File: src/include/dsp_ops_regs.svh
`ifndef DSP_OPS_REGS_SVH
`define DSP_OPS_REGS_SVH
// store opcodes (4-bit memory-operation field)
`define OP_MUL_TO_DATA      4'h1
`define OP_FIRST_TO_DATA    4'h2
`define OP_SECOND_TO_DATA   4'h3
`define OP_DELAY_TO_DATA    4'h4
`define OP_AUDIO_TO_DATA    4'h6
`define OP_SECOND_TO_COEFFICIENT_SPACE   4'h6
`define OP_SECOND_TO_COEF2  4'h7
`define OP_FIRST_TO_COEFFICIENT_SPACE    4'h8
// alu opcodes (5-bit field)
`define OP_PASS_FIRST       5'h10
`define OP_PASS_SECOND      5'h11
`define OP_HALT          5'h15
`define OP_JUMP          5'h12
// widths and timing
`define DATA_W           48
`define COEFFICIENT_SPACE_W           28
`define ADDR_W           10
`define PC_W             11
`define CHAN_SEL_W       3
`define STORE_LAT_CYC    2
`endif

File: src/include/dsp_ops_pkg.sv
package dsp_ops_pkg;
  typedef logic [47:0] word_t;
  typedef logic [27:0] coefficient_space_t;
  typedef logic [9:0]  addr_t;
  typedef enum logic [1:0] {
    run_s  = 2'b00,
    halt_s = 2'b01
  } ctrl_state_t;
endpackage : dsp_ops_pkg

File: src/include/mem_wr_if.sv
`timescale 1ns/1ns
`default_nettype none
// one write port towards a memory
interface mem_wr_if #(parameter int W = 48);
  logic          we;
  logic [9:0]    addr;
  logic [W-1:0]  data;
  modport src (output we, output addr, output data);
  modport dst (input we, input addr, input data);
endinterface : mem_wr_if
`default_nettype wire

File: src/verilog/store_pipe.sv
`timescale 1ns/1ns
`default_nettype none
`include "dsp_ops_regs.svh"
// two-stage write delay, value lands two cycles after the store executes
module store_pipe
  import dsp_ops_pkg::*;
#(parameter int W = 48) (
  input  wire logic          mclk,
  input  wire logic          rstn,
  input  wire logic          in_we,
  input  wire logic [9:0]    in_addr,
  input  wire logic [W-1:0]  in_data,
  mem_wr_if.src              wr
);
  typedef struct packed {
    logic [1:0]         we;
    logic [1:0][9:0]    addr;
    logic [1:0][W-1:0]  data;
  } pipe_t;
  pipe_t pipe_r;
  pipe_t pipe_nxt;

  // shift one stage per cycle
  always_comb begin
    pipe_nxt      = pipe_r;
    pipe_nxt.we   = {pipe_r.we[0], in_we};
    pipe_nxt.addr = {pipe_r.addr[0], in_addr};
    pipe_nxt.data = {pipe_r.data[0], in_data};
  end

  always_ff @(posedge mclk) begin
    if (!rstn) begin
      pipe_r <= '0;
    end else begin
      pipe_r <= pipe_nxt;
    end
  end

  assign wr.we   = pipe_r.we[1];
  assign wr.addr = pipe_r.addr[1];
  assign wr.data = pipe_r.data[1];

  property p_lat;
    @(posedge mclk) disable iff (!rstn)
      in_we |-> ##2 (wr.we && wr.addr == $past(in_addr, 2));
  endproperty
  a_lat: assert property (p_lat) else $error("store latency wrong");
endmodule : store_pipe
`default_nettype wire

File: src/verilog/dsp_store_halt_passthru_ops.sv
// How it works
// - a coefficient store writes the low 28 bits of second operand or first operand to a 10-bit coefficient address.
// - every stored value appears in memory two cycles after the store executes.
// - opcode 0110 in stage 1 copies the audio input register to the data RAM.
// - the low three address bits pick which audio input channel is copied.
// - opcode 0100 copies the delay output register to the data RAM.
// - opcodes 0011, 0001, 0010 write the full second operand, multiplier data or first operand to data RAM.
// - the halt opcode 10101 stops the program counter advancing.
// - pass-through 10000 copies first operand to first result, 10001 second operand to second result.
`timescale 1ns/1ns
`default_nettype none
`include "dsp_ops_regs.svh"
module dsp_store_halt_passthru_ops
  import dsp_ops_pkg::*;
(
  input  wire logic          mclk,
  input  wire logic          rstn,
  input  wire logic          instr_valid,
  input  wire logic [4:0]    alu_op,
  input  wire logic [3:0]    stage1_op,
  input  wire logic [9:0]    stage1_addr,
  input  wire logic [3:0]    stage2_op,
  input  wire logic [9:0]    stage2_addr,
  input  wire logic [10:0]   jump_target_marker,
  input  wire logic [47:0]   first_operand,
  input  wire logic [47:0]   second_operand,
  input  wire logic [47:0]   multiplier_data_reg,
  input  wire logic [7:0][47:0] audio_input_reg,
  input  wire logic [47:0]   delay_output_reg,
  output logic [10:0]        program_counter,
  output logic               halted,
  output logic [47:0]        first_result_reg,
  output logic [47:0]        second_result_reg,
  output logic               data_we,
  output logic [9:0]         data_addr,
  output logic [47:0]        data_wdata,
  output logic               coefficient_space_we,
  output logic [9:0]         coefficient_space_addr,
  output logic [27:0]        coefficient_space_wdata
);
  typedef struct packed {
    ctrl_state_t  run_state;
    logic [10:0]  prog_cnt;
    word_t        first_res;
    word_t        second_res;
  } state_t;
  state_t state_r;
  state_t state_nxt;

  logic        d_we;
  logic [47:0] d_data;
  logic        c_we;
  logic [27:0] c_data;

  // channel select from the low address bits
  function automatic word_t pick_chan(input logic [7:0][47:0] ch, input addr_t a);
    pick_chan = ch[a[`CHAN_SEL_W-1:0]];
  endfunction : pick_chan

  // stage 1 decode: data ram only; sources are read, never written
  always_comb begin
    d_we   = 1'b0;
    d_data = '0;
    if (instr_valid && state_r.run_state == run_s) begin
      case (stage1_op)
        `OP_SECOND_TO_DATA: begin
          d_we   = 1'b1;
          d_data = second_operand;
        end
        `OP_MUL_TO_DATA: begin
          d_we   = 1'b1;
          d_data = multiplier_data_reg;
        end
        `OP_FIRST_TO_DATA: begin
          d_we   = 1'b1;
          d_data = first_operand;
        end
        `OP_AUDIO_TO_DATA: begin
          d_we   = 1'b1;
          d_data = pick_chan(audio_input_reg, stage1_addr);
        end
        `OP_DELAY_TO_DATA: begin
          d_we   = 1'b1;
          d_data = delay_output_reg;
        end
        default: d_we = 1'b0;
      endcase
    end
  end

  // stage 2 decode: coefficient ram only, low 28 bits kept
  always_comb begin
    c_we   = 1'b0;
    c_data = '0;
    if (instr_valid && state_r.run_state == run_s) begin
      case (stage2_op)
        `OP_SECOND_TO_COEFFICIENT_SPACE,
        `OP_SECOND_TO_COEF2: begin
          c_we   = 1'b1;
          c_data = second_operand[`COEFFICIENT_SPACE_W-1:0];
        end
        `OP_FIRST_TO_COEFFICIENT_SPACE: begin
          c_we   = 1'b1;
          c_data = first_operand[`COEFFICIENT_SPACE_W-1:0];
        end
        default: c_we = 1'b0;
      endcase
    end
  end

  // program counter, halt and pass-through
  always_comb begin
    state_nxt = state_r;
    case (state_r.run_state)
      run_s: begin
        if (instr_valid) begin
          case (alu_op)
            `OP_HALT: state_nxt.run_state = halt_s;
            `OP_JUMP: state_nxt.prog_cnt = jump_target_marker;
            `OP_PASS_FIRST: state_nxt.first_res = first_operand;
            `OP_PASS_SECOND: state_nxt.second_res = second_operand;
            default: state_nxt.first_res = state_r.first_res;
          endcase
          if (alu_op != `OP_HALT && alu_op != `OP_JUMP) begin
            state_nxt.prog_cnt = state_r.prog_cnt + 11'h001;
          end
        end
      end
      halt_s: state_nxt.prog_cnt = state_r.prog_cnt; // frozen until reset
      default: state_nxt.run_state = run_s;
    endcase
  end

  always_ff @(posedge mclk) begin
    if (!rstn) begin
      state_r <= '0;
    end else begin
      state_r <= state_nxt;
    end
  end

  mem_wr_if #(.W(48)) dwr ();
  mem_wr_if #(.W(28)) cwr ();

  // both spaces share the same two-cycle write latency
  store_pipe #(.W(48)) u_dpipe (
    .mclk    (mclk),
    .rstn    (rstn),
    .in_we   (d_we),
    .in_addr (stage1_addr),
    .in_data (d_data),
    .wr      (dwr.src)
  );
  store_pipe #(.W(28)) u_cpipe (
    .mclk    (mclk),
    .rstn    (rstn),
    .in_we   (c_we),
    .in_addr (stage2_addr),
    .in_data (c_data),
    .wr      (cwr.src)
  );

  assign data_we           = dwr.we;
  assign data_addr         = dwr.addr;
  assign data_wdata        = dwr.data;
  assign coefficient_space_we           = cwr.we;
  assign coefficient_space_addr         = cwr.addr;
  assign coefficient_space_wdata        = cwr.data;
  assign program_counter   = state_r.prog_cnt;
  assign halted            = (state_r.run_state == halt_s);
  assign first_result_reg  = state_r.first_res;
  assign second_result_reg = state_r.second_res;

  property p_halt_freeze;
    @(posedge mclk) disable iff (!rstn)
      // the reset edge itself clears the halt, so no attempt starts there
      (rstn && halted) |=> (halted && $stable(program_counter));
  endproperty
  a_halt_freeze: assert property (p_halt_freeze) else $error("pc moved while halted");

  property p_halt_enter;
    @(posedge mclk) disable iff (!rstn)
      (instr_valid && !halted && alu_op == `OP_HALT) |=> halted;
  endproperty
  a_halt_enter: assert property (p_halt_enter) else $error("halt not taken");

  property p_pass_first;
    @(posedge mclk) disable iff (!rstn)
      (instr_valid && !halted && alu_op == `OP_PASS_FIRST)
        |=> first_result_reg == $past(first_operand);
  endproperty
  a_pass_first: assert property (p_pass_first) else $error("first pass wrong");

  property p_pass_second;
    @(posedge mclk) disable iff (!rstn)
      (instr_valid && !halted && alu_op == `OP_PASS_SECOND)
        |=> second_result_reg == $past(second_operand);
  endproperty
  a_pass_second: assert property (p_pass_second) else $error("second pass wrong");

  property p_coefficient_space;
    @(posedge mclk) disable iff (!rstn)
      (instr_valid && !halted && stage2_op == `OP_FIRST_TO_COEFFICIENT_SPACE)
        |-> ##2 (coefficient_space_we && coefficient_space_wdata == $past(first_operand[27:0], 2));
  endproperty
  a_coefficient_space: assert property (p_coefficient_space) else $error("coefficient_space store wrong");

  property p_dstore;
    @(posedge mclk) disable iff (!rstn)
      (instr_valid && !halted && stage1_op == `OP_MUL_TO_DATA)
        |-> ##2 (data_we && data_wdata == $past(multiplier_data_reg, 2));
  endproperty
  a_dstore: assert property (p_dstore) else $error("data store wrong");

  property p_dly;
    @(posedge mclk) disable iff (!rstn)
      (instr_valid && !halted && stage1_op == `OP_DELAY_TO_DATA)
        |-> ##2 (data_wdata == $past(delay_output_reg, 2));
  endproperty
  a_dly: assert property (p_dly) else $error("delay store wrong");

  property p_di;
    @(posedge mclk) disable iff (!rstn)
      (instr_valid && !halted && stage1_op == `OP_AUDIO_TO_DATA && stage1_addr[2:0] == 3'h1)
        |-> ##2 (data_wdata == $past(audio_input_reg[1], 2));
  endproperty
  a_di: assert property (p_di) else $error("input channel wrong");

  property p_nowr_halt;
    @(posedge mclk) disable iff (!rstn)
      halted[*3] |-> !data_we && !coefficient_space_we;
  endproperty
  a_nowr_halt: assert property (p_nowr_halt) else $error("write while halted");

  c_halt: cover property (@(posedge mclk) disable iff (!rstn) $rose(halted));
  c_dwr: cover property (@(posedge mclk) disable iff (!rstn) data_we);
  c_cwr: cover property (@(posedge mclk) disable iff (!rstn) coefficient_space_we);
endmodule : dsp_store_halt_passthru_ops
`default_nettype wire

File: config.mk
export PLATFORM = sky130hd
export DESIGN_NAME = dsp_store_halt_passthru_ops
export DESIGN_NICKNAME = d
export VERILOG_FILES = /design/src/include/dsp_ops_pkg.sv /design/src/include/mem_wr_if.sv /design/src/verilog/store_pipe.sv /design/src/verilog/dsp_store_halt_passthru_ops.sv
export VERILOG_INCLUDE_DIRS = /design/src /design/src/include
export SDC_FILE = /design/constraint.sdc
export NUM_CORES = 1
export LEC_CHECK = 0
export BUFFER_PORTS_ARGS = -buffer_cell sky130_fd_sc_hd__buf_2
export CAP_MARGIN = 30
export CORE_AREA = 3 3 317 319
export DETAILED_ROUTE_END_ITERATION = 16
export DIE_AREA = 0 0 320 322
export PLACE_DENSITY = 0.37
export SLEW_MARGIN = 20
export SYNTH_ARGS = -nofsm -noshare
export SYNTH_HDL_FRONTEND = slang
export SYNTH_HIERARCHICAL = 1
export SYNTH_SLANG_ARGS = --single-unit
File: constraint.sdc
create_clock -name mclk -period 2.5 [get_ports mclk]
set_input_delay 0.75 -clock mclk [delete_from_list [all_inputs] [get_ports mclk]]
set_output_delay 0.75 -clock mclk [all_outputs]
set_load 0.005 [all_outputs]
## After elaboration in Yosys (flattened, before gate mapping)

Cells that the tools add are included.

- Register bits after elaboration: 305
- Output and inout bits: 206
- Logic and storage cells: 61

- Add/sub/neg operators: 1
- Magnitude comparators: 1
- Equality and inequality tests: 17
- Muxes and demuxes: 13
- Bitwise gates (word level): 1
- Reduce and logical (&&, ||, !) cells: 12

Operators by type and width:

| kind | number |
|---|---|
| one-hot mux 48 bit (5 select lines) | 1 |
| binary-select mux 48 bit (select 3 bit) | 1 |
| two-way mux 48 bit | 3 |
| two-way mux 109 bit | 1 |
| one-hot mux 28 bit (2 select lines) | 1 |
| two-way mux 11 bit | 2 |
| == test 5 bit, second input constant | 4 |
| == test 4 x 3 -> 1 bit, second input constant | 4 |
| AND reduction 3 bit | 4 |
| adder 11 x 1 -> 11 bit, second input constant | 1 |
| inequality test 5 bit, second input constant | 2 |
| == test 4 x 2 -> 1 bit, second input constant | 2 |
| OR reduction 5 bit | 1 |
| == test 4 x 1 -> 1 bit, second input constant | 1 |
| == test 4 bit, second input constant | 1 |
| less-than comparator 3 x 4 -> 1 bit, second input constant | 1 |
| one-hot mux 2 bit (2 select lines) | 1 |
| OR reduction 3 bit | 1 |
| == test 2 x 1 -> 1 bit, second input constant | 1 |
| logical AND 1 bit | 2 |
| zero test 2 bit | 1 |
| two-way mux 1 bit | 2 |
| two-way mux 2 bit | 1 |
| inequality test 2 x 1 -> 1 bit, second input constant | 1 |
| 5 further kinds | 5 |

## Logic depth before layout (Yosys ltp)

Gate-level depths: netlist of the first run.

- Depth after elaboration: 5
- Depth in mapped cells: 8
- Mapped depth without buffers: 5

## By module

The synthesis of the first run kept the hierarchy.

By module, submodules not included:

| module | instances | cells each | area each (um^2) | seq. area each (um^2) |
|---|---|---|---|---|
| dsp_store_halt_passthru_ops | 1 | 1099 | 9589.2 | 2162.1 |
| store_pipe at u_dpipe | 1 | 249 | 3261.9 | 2362.3 |
| store_pipe at u_cpipe | 1 | 164 | 2104.5 | 1561.5 |

## Worst setup path before layout of the first run

Ideal clock, no wire load.

- Path kind: input to register
- From: input stage1_addr[0]
- To: register u_dpipe.pipe_r, in the netlist u_dpipe/pipe_nxt[94]
- Arrival: 2.164 ns
- Required time: 2.387 ns
- Slack: 0.224 ns
- Stages: 8
- Cell sequence: buf_2 buf_4 buf_4 mux2_2 nand2_1 nand3b_1 a32o_1 and2_4

- Longest elaborated chain between the ends: 3

RTL lines:

| element | RTL line | source |
|---|---|---|
| start: declaration | dsp_store_halt_passthru_ops.sv:21 | `input wire logic [9:0] stage1_addr,` |
| binary-select mux 48 bit (select 3 bit) | dsp_store_halt_passthru_ops.sv:57 | `` pick_chan = ch[a[`CHAN_SEL_W-1:0]]; `` |
| two-way mux 48 bit | dsp_store_halt_passthru_ops.sv:57 |  |
| one-hot mux 48 bit (5 select lines) | dsp_store_halt_passthru_ops.sv:65 | `case (stage1_op)` |
| end signal: assignment | store_pipe.sv:35 | `pipe_r <= pipe_nxt;` |
| end: declaration | store_pipe.sv:20 | `pipe_t pipe_r;` |

No other way between the ends. The select of a mux whose other input is x is not followed.
A chain may end at the register's enable or synchronous reset.

## Worst setup path in the final report of the first run

- From: input stage1_addr[0]
- To: register u_dpipe.pipe_r, in the netlist u_dpipe/pipe_nxt[53]

The elaborated chain is that of the path after synthesis.

==> flow_summary.yaml, run 1 <==
clocking:
  tritoncts: "built"
  cts_hold_buf: 0
  numCtsBuffers: 42
  clk_latency_ns: 0.60
  postCtsSetupBuffers: 0
  cts_resized: 0
  root_buffer: "clkbuf_16"
  clk_pin_slew_worst_paths_ns: 0.06
  clockBufferDepth: 3
  cts_max_level: 2
  clock-sinks: 304
synthesis:
  yosys_warnings: 6
  synthTopCellsByArea: "dfxtp_1, mux4_2, and2_1"
  async_flop_share_pct: 0
  yosys_most_used_dff: "dfxtp_1"
  syn_area_um2: 15000
  synth-seq-area-share_pct: 40.7
  synth-edff-count: 0
  syn_avg_cell_area_um2: 9.89
  yosys.area.top_type: "dfxtp_1"
  yosys.cell_types.count: 55
  post-synth-top-area-fraction_pct: 40.7
  syn_inst: 1512
  syn_nets: 2136
  synth_seq_cells: 304
power_and_ir_drop:
  clock_power_share_pct: 48.2
  comb_power_share_pct: 14.2
  peakVddDrop_uv: 387
  power.total_w: 0.0132
  p_seq_share_pct: 37.6
  switchingPower_w: 0.00339
  swShare_pct: 25.8
  internal_power_w: 0.00978
  power.leakage_nw: 9.84
  cellPowerDensity_nw_per_um2: 599
routing:
  first_pass_iters: 5
  drc: 0
  wl_per_cell_um: 25.0
  dr_total_vias: 14800
  ant_nets: 0
  wirelength_mm: 89.6
  drtIter0Drc: 927
  viasPerCell: 4.11
global_routing:
  antenna_found_initial: 21
  grt_usage_pct: 16.5
  grt_max_degree: 60
  grt_pass1_vias: 15300
  grt-ovfl-total: 0
  grt_pass1_wl_mm: 121
timing:
  tns_ns: 0
  skew_ns: 0.0272
  finalHoldViolCount: 0
  period_share_pct: 91.4
  rsz0062_at_grt: "no"
  finalSetupViolCount: 0
  slew_headroom_pct: 38.5
  fmax_ghz: 0.438
  period_needed_ns: 2.28
  worst_slew_pin_slew_ns: 0.897
  hold_slack_ns: 0.380
  slew_violations: 0
placement:
  dp_hpwl_mm: 74.0
  dpl-instance-area_um2: 20500
  place.gp.congestion: 0.933
  numPortBuffers: 828
final_layout:
  drive_gt1_share_pct: 50.2
  final_common_cell: "buf_2"
  final_util_pct: 22.4
  design_area_um2: 22000
  final_cell_mix: "buf_2, dfxtp_1, nand2_1"
  area_growth_pct: 47.0
  largest_reg_flops: 59
  num-nets-final: 2887
  nFillCells: 10900
setup_path:
  arrival_ns: 2.77
  rr_worst_depth: 7
  endpoint_kind: "register"
  r2r_slack_ns: 0.43
  critical_path_required_ns: 2.99
  worstSetupEndpoint: "u_dpipe/pipe_nxt[53]$_SDFF_PN0_"
  crit_chain: "buf_6, buf_4, mux4_2, mux2i_1, o21ai_0, and2_1"
  r2r-end: "u_dpipe/pipe_nxt[77]$_SDFF_PN0_"
  crit_type: "in2reg"
  r2r_start: "state_r[107]$_SDFFE_PN0P_"
  cp_max_fo: 12
  cp_slowest_cell: "mux2i_1"
  startpoint_type: "input port"
  cp_slowest_stage_delay_ns: 0.72
  startpoint: "stage1_addr[0]"
floorplanning:
  die_h_um: 322
  fp.dieW_um: 320
  core_um2: 98100
  die_area_um2: 103000
  io_pins: 829
  initial_core_util_pct: 15.2
  num_rows: 115
hold_path:
  hold_depth: 2
  hold_path.class: "in2reg"
run:
  cap_violations: 0
status:
  status: "complete, no violations"
[cell type report]
class / count / area, µm² / area share (%)
multi-input combinational: 974 / 7500 / 34.1
sequential: 304 / 6090 / 27.7
timing repair buffer: 939 / 5300 / 24.1
tap: 1287 / 1610 / 7.32
clock buffer: 60 / 1260 / 5.73
clock inverter: 14 / 195 / 0.888
antenna: 12 / 30.0 / 0.137
inverter: 2 / 10.0 / 0.0455
[power by group through the flow]
| stage | combinational [W] | sequential, W | clock (W) |
|---|---|---|---|
| detailed placement | 0.00189 | 0.00506 | 0 |
| floorplan | 0.000749 | 0.00505 | 0 |
| global placement | 0.00188 | 0.00506 | 0 |
| global route | 0.00201 | 0.00496 | 0.00677 |
| finish | 0.00187 | 0.00496 | 0.00634 |
| CTS | 0.00190 | 0.00496 | 0.00659 |
[metrics by stage]
stage                     cells  setup WS, ns
after floorplan            1512         0.224
after global placement     3506        -0.560
after detailed placement   3506        -0.545
after CTS                  3580         0.102
after global routing       3585        0.0355
final                      3592         0.216
[layer usage]
layer  routed length [µm]  vias to the layer above  track usage, %
met5                   27                        -               0
met4                 2000                        4            3.99
met3                 5900                      101            4.03
met2                42800                      616            27.9
met1                38900                     7279            21.2
li1                     -                     6779               -
[critical path: cells and delay by family]
family | cells | cell delay (ns)
AO/OA/AOI/OAI | 1 | 0.14
buffers and inverters | 2 | 0.41
multiplexers | 2 | 1.25
AND/OR/NAND/NOR | 1 | 0.19
[worst min path at each step]
stage                                                 end                       startpoint
after floorplan             u_cpipe/wr.addr[0]$_SDFF_PN0_  u_cpipe/pipe_nxt[66]$_SDFF_PN0_
after global placement      u_cpipe/wr.addr[7]$_SDFF_PN0_  u_cpipe/pipe_nxt[73]$_SDFF_PN0_
after detailed placement    u_cpipe/wr.addr[0]$_SDFF_PN0_  u_cpipe/pipe_nxt[66]$_SDFF_PN0_
after CTS                 u_cpipe/pipe_nxt[67]$_SDFF_PN0_                   stage2_addr[1]
after global routing      u_cpipe/pipe_nxt[67]$_SDFF_PN0_                   stage2_addr[1]
final                     u_cpipe/pipe_nxt[72]$_SDFF_PN0_                   stage2_addr[6]
[logic make-up (layout without fill, tap and decap cells)]
| logic type | after synthesis | after routing | synth area share [%] |
|---|---|---|---|
| other | 0 | 12 | 0 |
| muxes | 149 | 149 | 17.9 |
| adders and majority gates | 1 | 1 | 0.0836 |
| buffers and inverters | 234 | 1015 | 9.60 |
| AOI/OAI and AO/OA | 351 | 351 | 15.2 |
| and+or+nand+nor | 473 | 473 | 16.5 |
| DFF | 304 | 304 | 40.7 |
[Yosys cell counts, types with 4 or more instances]
master,count
mux2i_1,51
buf_6,4
clkbuf_2,9
buf_2,43
and2_4,20
nand2_1,207
mux4_2,94
a22o_1,94
mux2_2,4
and2_1,169
nand3_1,7
nor3b_1,5
buf_4,114
o22ai_1,4
o21ai_0,53
o21ai_1,44
nor2_1,34
dfxtp_1,304
and2_2,8
clkbuf_1,56
a21oi_1,105
a22oi_1,31
No activity file was read; power rests on OpenSTA's default activity.
==> run 2: changes to the inputs <==
==> constraint.sdc (replaced) <==
create_clock -name mclk -period 2.7 [get_ports mclk]
set_input_delay 0.81 -clock mclk [delete_from_list [all_inputs] [get_ports mclk]]
set_output_delay 0.81 -clock mclk [all_outputs]
set_load 0.005 [all_outputs]
==> run 2 against run 1 <==
  * Utilization down 0.23 points
  * Clock skew down 0.0095 ns
  * Power fell by 7.9%
  * Highest routed layer unchanged
  * Hold slack better by 0.047 ns
  * Count of clock-buffer cells in the layout is 1 higher
  * Sequential cell count is the same
  * Cell count shrank 0.84%
  * Global-route usage fell by 0.17 points
  * Largest cell class unchanged
  * Critical endpoint is now u_dpipe/pipe_nxt[95]$_SDFF_PN0_
  * Combinational power fell by 11%
==> flow_summary.yaml, run 2 (same netlist as run 1, synthesis figures left out) <==
status:
  status: "complete, no violations"
power_and_ir_drop:
  power.total_w: 0.0121
  peakVddDrop_uv: 392
  cellPowerDensity_nw_per_um2: 558
  power.leakage_nw: 9.71
final_layout:
  final_common_cell: "buf_2"
  num-nets-final: 2861
  design_area_um2: 21800
  drive_gt1_share_pct: 49.5
  area_growth_pct: 45.5
  largest_reg_flops: 59
  nFillCells: 10800
  final_util_pct: 22.2
  final_cell_mix: "buf_2, dfxtp_1, nand2_1"
timing:
  fmax_ghz: 0.430
  timing.final.ws_setup_ns: 0.373
  finalHoldViolCount: 0
  period_share_pct: 86.2
  tns_ns: 0
  skew_ns: 0.0177
  finalSetupViolCount: 0
  slew_violations: 0
  worst_slew_pin_slew_ns: 0.787
  period_needed_ns: 2.33
  rsz0062_at_grt: "no"
  slew_headroom_pct: 47.2
placement:
  dpl-instance-area_um2: 20300
  numPortBuffers: 828
  pre_cts_ws_ns: -0.403
  dp_hpwl_mm: 72.3
  place.gp.congestion: 0.930
floorplanning:
  die_area_um2: 103000
  die_h_um: 322
  initial_core_util_pct: 15.2
  num_rows: 115
  fp.dieW_um: 320
  core_um2: 98100
  io_pins: 829
routing:
  wirelength_mm: 88.7
  first_pass_iters: 5
  drc: 0
  ant_nets: 0
  viasPerCell: 4.12
  drtIter0Drc: 958
  dr_total_vias: 14700
  wl_per_cell_um: 24.9
setup_path:
  r2r_start: "state_r[107]$_SDFFE_PN0P_"
  critPathMostFrequentCell: "o21ai_0"
  cp_max_fo: 48
  arrival_ns: 2.77
  r2r_slack_ns: 0.62
  cp_slowest_cell: "o21ai_0"
  r2r-end: "u_dpipe/pipe_nxt[71]$_SDFF_PN0_"
  critPathTopFamily: "compound AO/OA/AOI/OAI gates"
  cp_slowest_stage_delay_ns: 0.54
  cp_num_buf_inv: 2
  critical_path_required_ns: 3.15
  endpoint_kind: "register"
  startpoint_type: "input port"
  crit_type: "in2reg"
  rr_worst_depth: 7
  crit_chain: "buf_2, and4bb_2, buf_12, a22o_1, o21ai_0, o21ai_0, and2_2"
global_routing:
  grt_pass1_vias: 15100
  grt_max_degree: 82
  grt-ovfl-total: 0
  antenna_found_initial: 22
  grt_pass1_wl_mm: 120
  grt_usage_pct: 16.4
hold_path:
  min_to: "u_dpipe/wr.data[26]$_SDFF_PN0_"
  hold_path.class: "reg2reg"
  hp-start: "u_dpipe/pipe_nxt[74]$_SDFF_PN0_"
  hold_depth: 1
clocking:
  root_buffer: "clkbuf_16"
  tritoncts: "built"
  numCtsBuffers: 43
  cts_max_level: 2
  postCtsSetupBuffers: 0
  cts_resized: 0
  clk_pin_slew_worst_paths_ns: 0.05
  clk_latency_ns: 0.56
  clock-sinks: 304
  cts_hold_buf: 0
  clockBufferDepth: 3
run:
  cap_violations: 0
[run 2: cell count changes in the layout (fill, tap and decap cells not counted), sizes merged]
| cell | before | now |
|---|---|---|
| buf | 939 | 912 |
| clkbuf | 60 | 61 |
| clkinv | 7 | 9 |
| diode | 12 | 6 |
[run 2: worst register-to-register path: cells and delay by family, from the launching register on]
family	cells	cell delay (ns)
AND/OR/NAND/NOR	2	0.36
flip-flops	1	0.35
AO/OA/AOI/OAI	3	0.72
buffers and inverters	2	0.59
[run 2: routing by layer]
metal	part of all wire, %	track usage (%)	wire length, µm
met4	1.5	3.13	1300
met2	48	27.6	42300
met1	45	21.9	39900
met5	0.033	0	29
met3	5.8	2.97	5100
[run 2: how the worst max path moves through the flow]
stage	cells after the start	startpoint	end	slack, ns
final	7	stage1_op[2]	u_dpipe/pipe_nxt[95]$_SDFF_PN0_	0.37
after global routing	7	stage1_op[2]	u_dpipe/pipe_nxt[95]$_SDFF_PN0_	0.16
after CTS	6	stage1_addr[0]	u_dpipe/pipe_nxt[75]$_SDFF_PN0_	0.24
after detailed placement	6	stage1_addr[0]	u_dpipe/pipe_nxt[75]$_SDFF_PN0_	-0.40
after global placement	6	stage1_addr[0]	u_dpipe/pipe_nxt[75]$_SDFF_PN0_	-0.43
after floorplan	8	stage1_addr[0]	u_dpipe/pipe_nxt[94]$_SDFF_PN0_	0.36
[run 2: area by class of cell]
type | instances | area [µm²] | share of cell area (%)
inverters | 2 | 10.0 | 0.0460
flip-flops and latches | 304 | 6090 | 28.0
clock buffers | 61 | 1260 | 5.77
well taps | 1287 | 1610 | 7.40
clock inverters | 16 | 201 | 0.926
multi-input cells | 974 | 7500 | 34.5
repair buffers | 912 | 5080 | 23.3
diodes | 6 | 15.0 | 0.0690
[run 2: report_power, final]
| part | total (W) | leakage [nW] | internal (W) | switching [W] |
|---|---|---|---|---|
| Sequential | 0.00459 | 2.46 | 0.00456 | 0.0000299 |
| Clock | 0.00589 | 0.717 | 0.00362 | 0.00226 |
| Combinational | 0.00166 | 6.53 | 0.000842 | 0.000815 |
[run 2: through the flow]
stage               hold slack [ns]  instances
floorplan                     0.412       1512
global placement              0.413       3479
detailed placement            0.417       3479
CTS                           0.397       3556
global route                  0.423       3559
finish                        0.427       3562
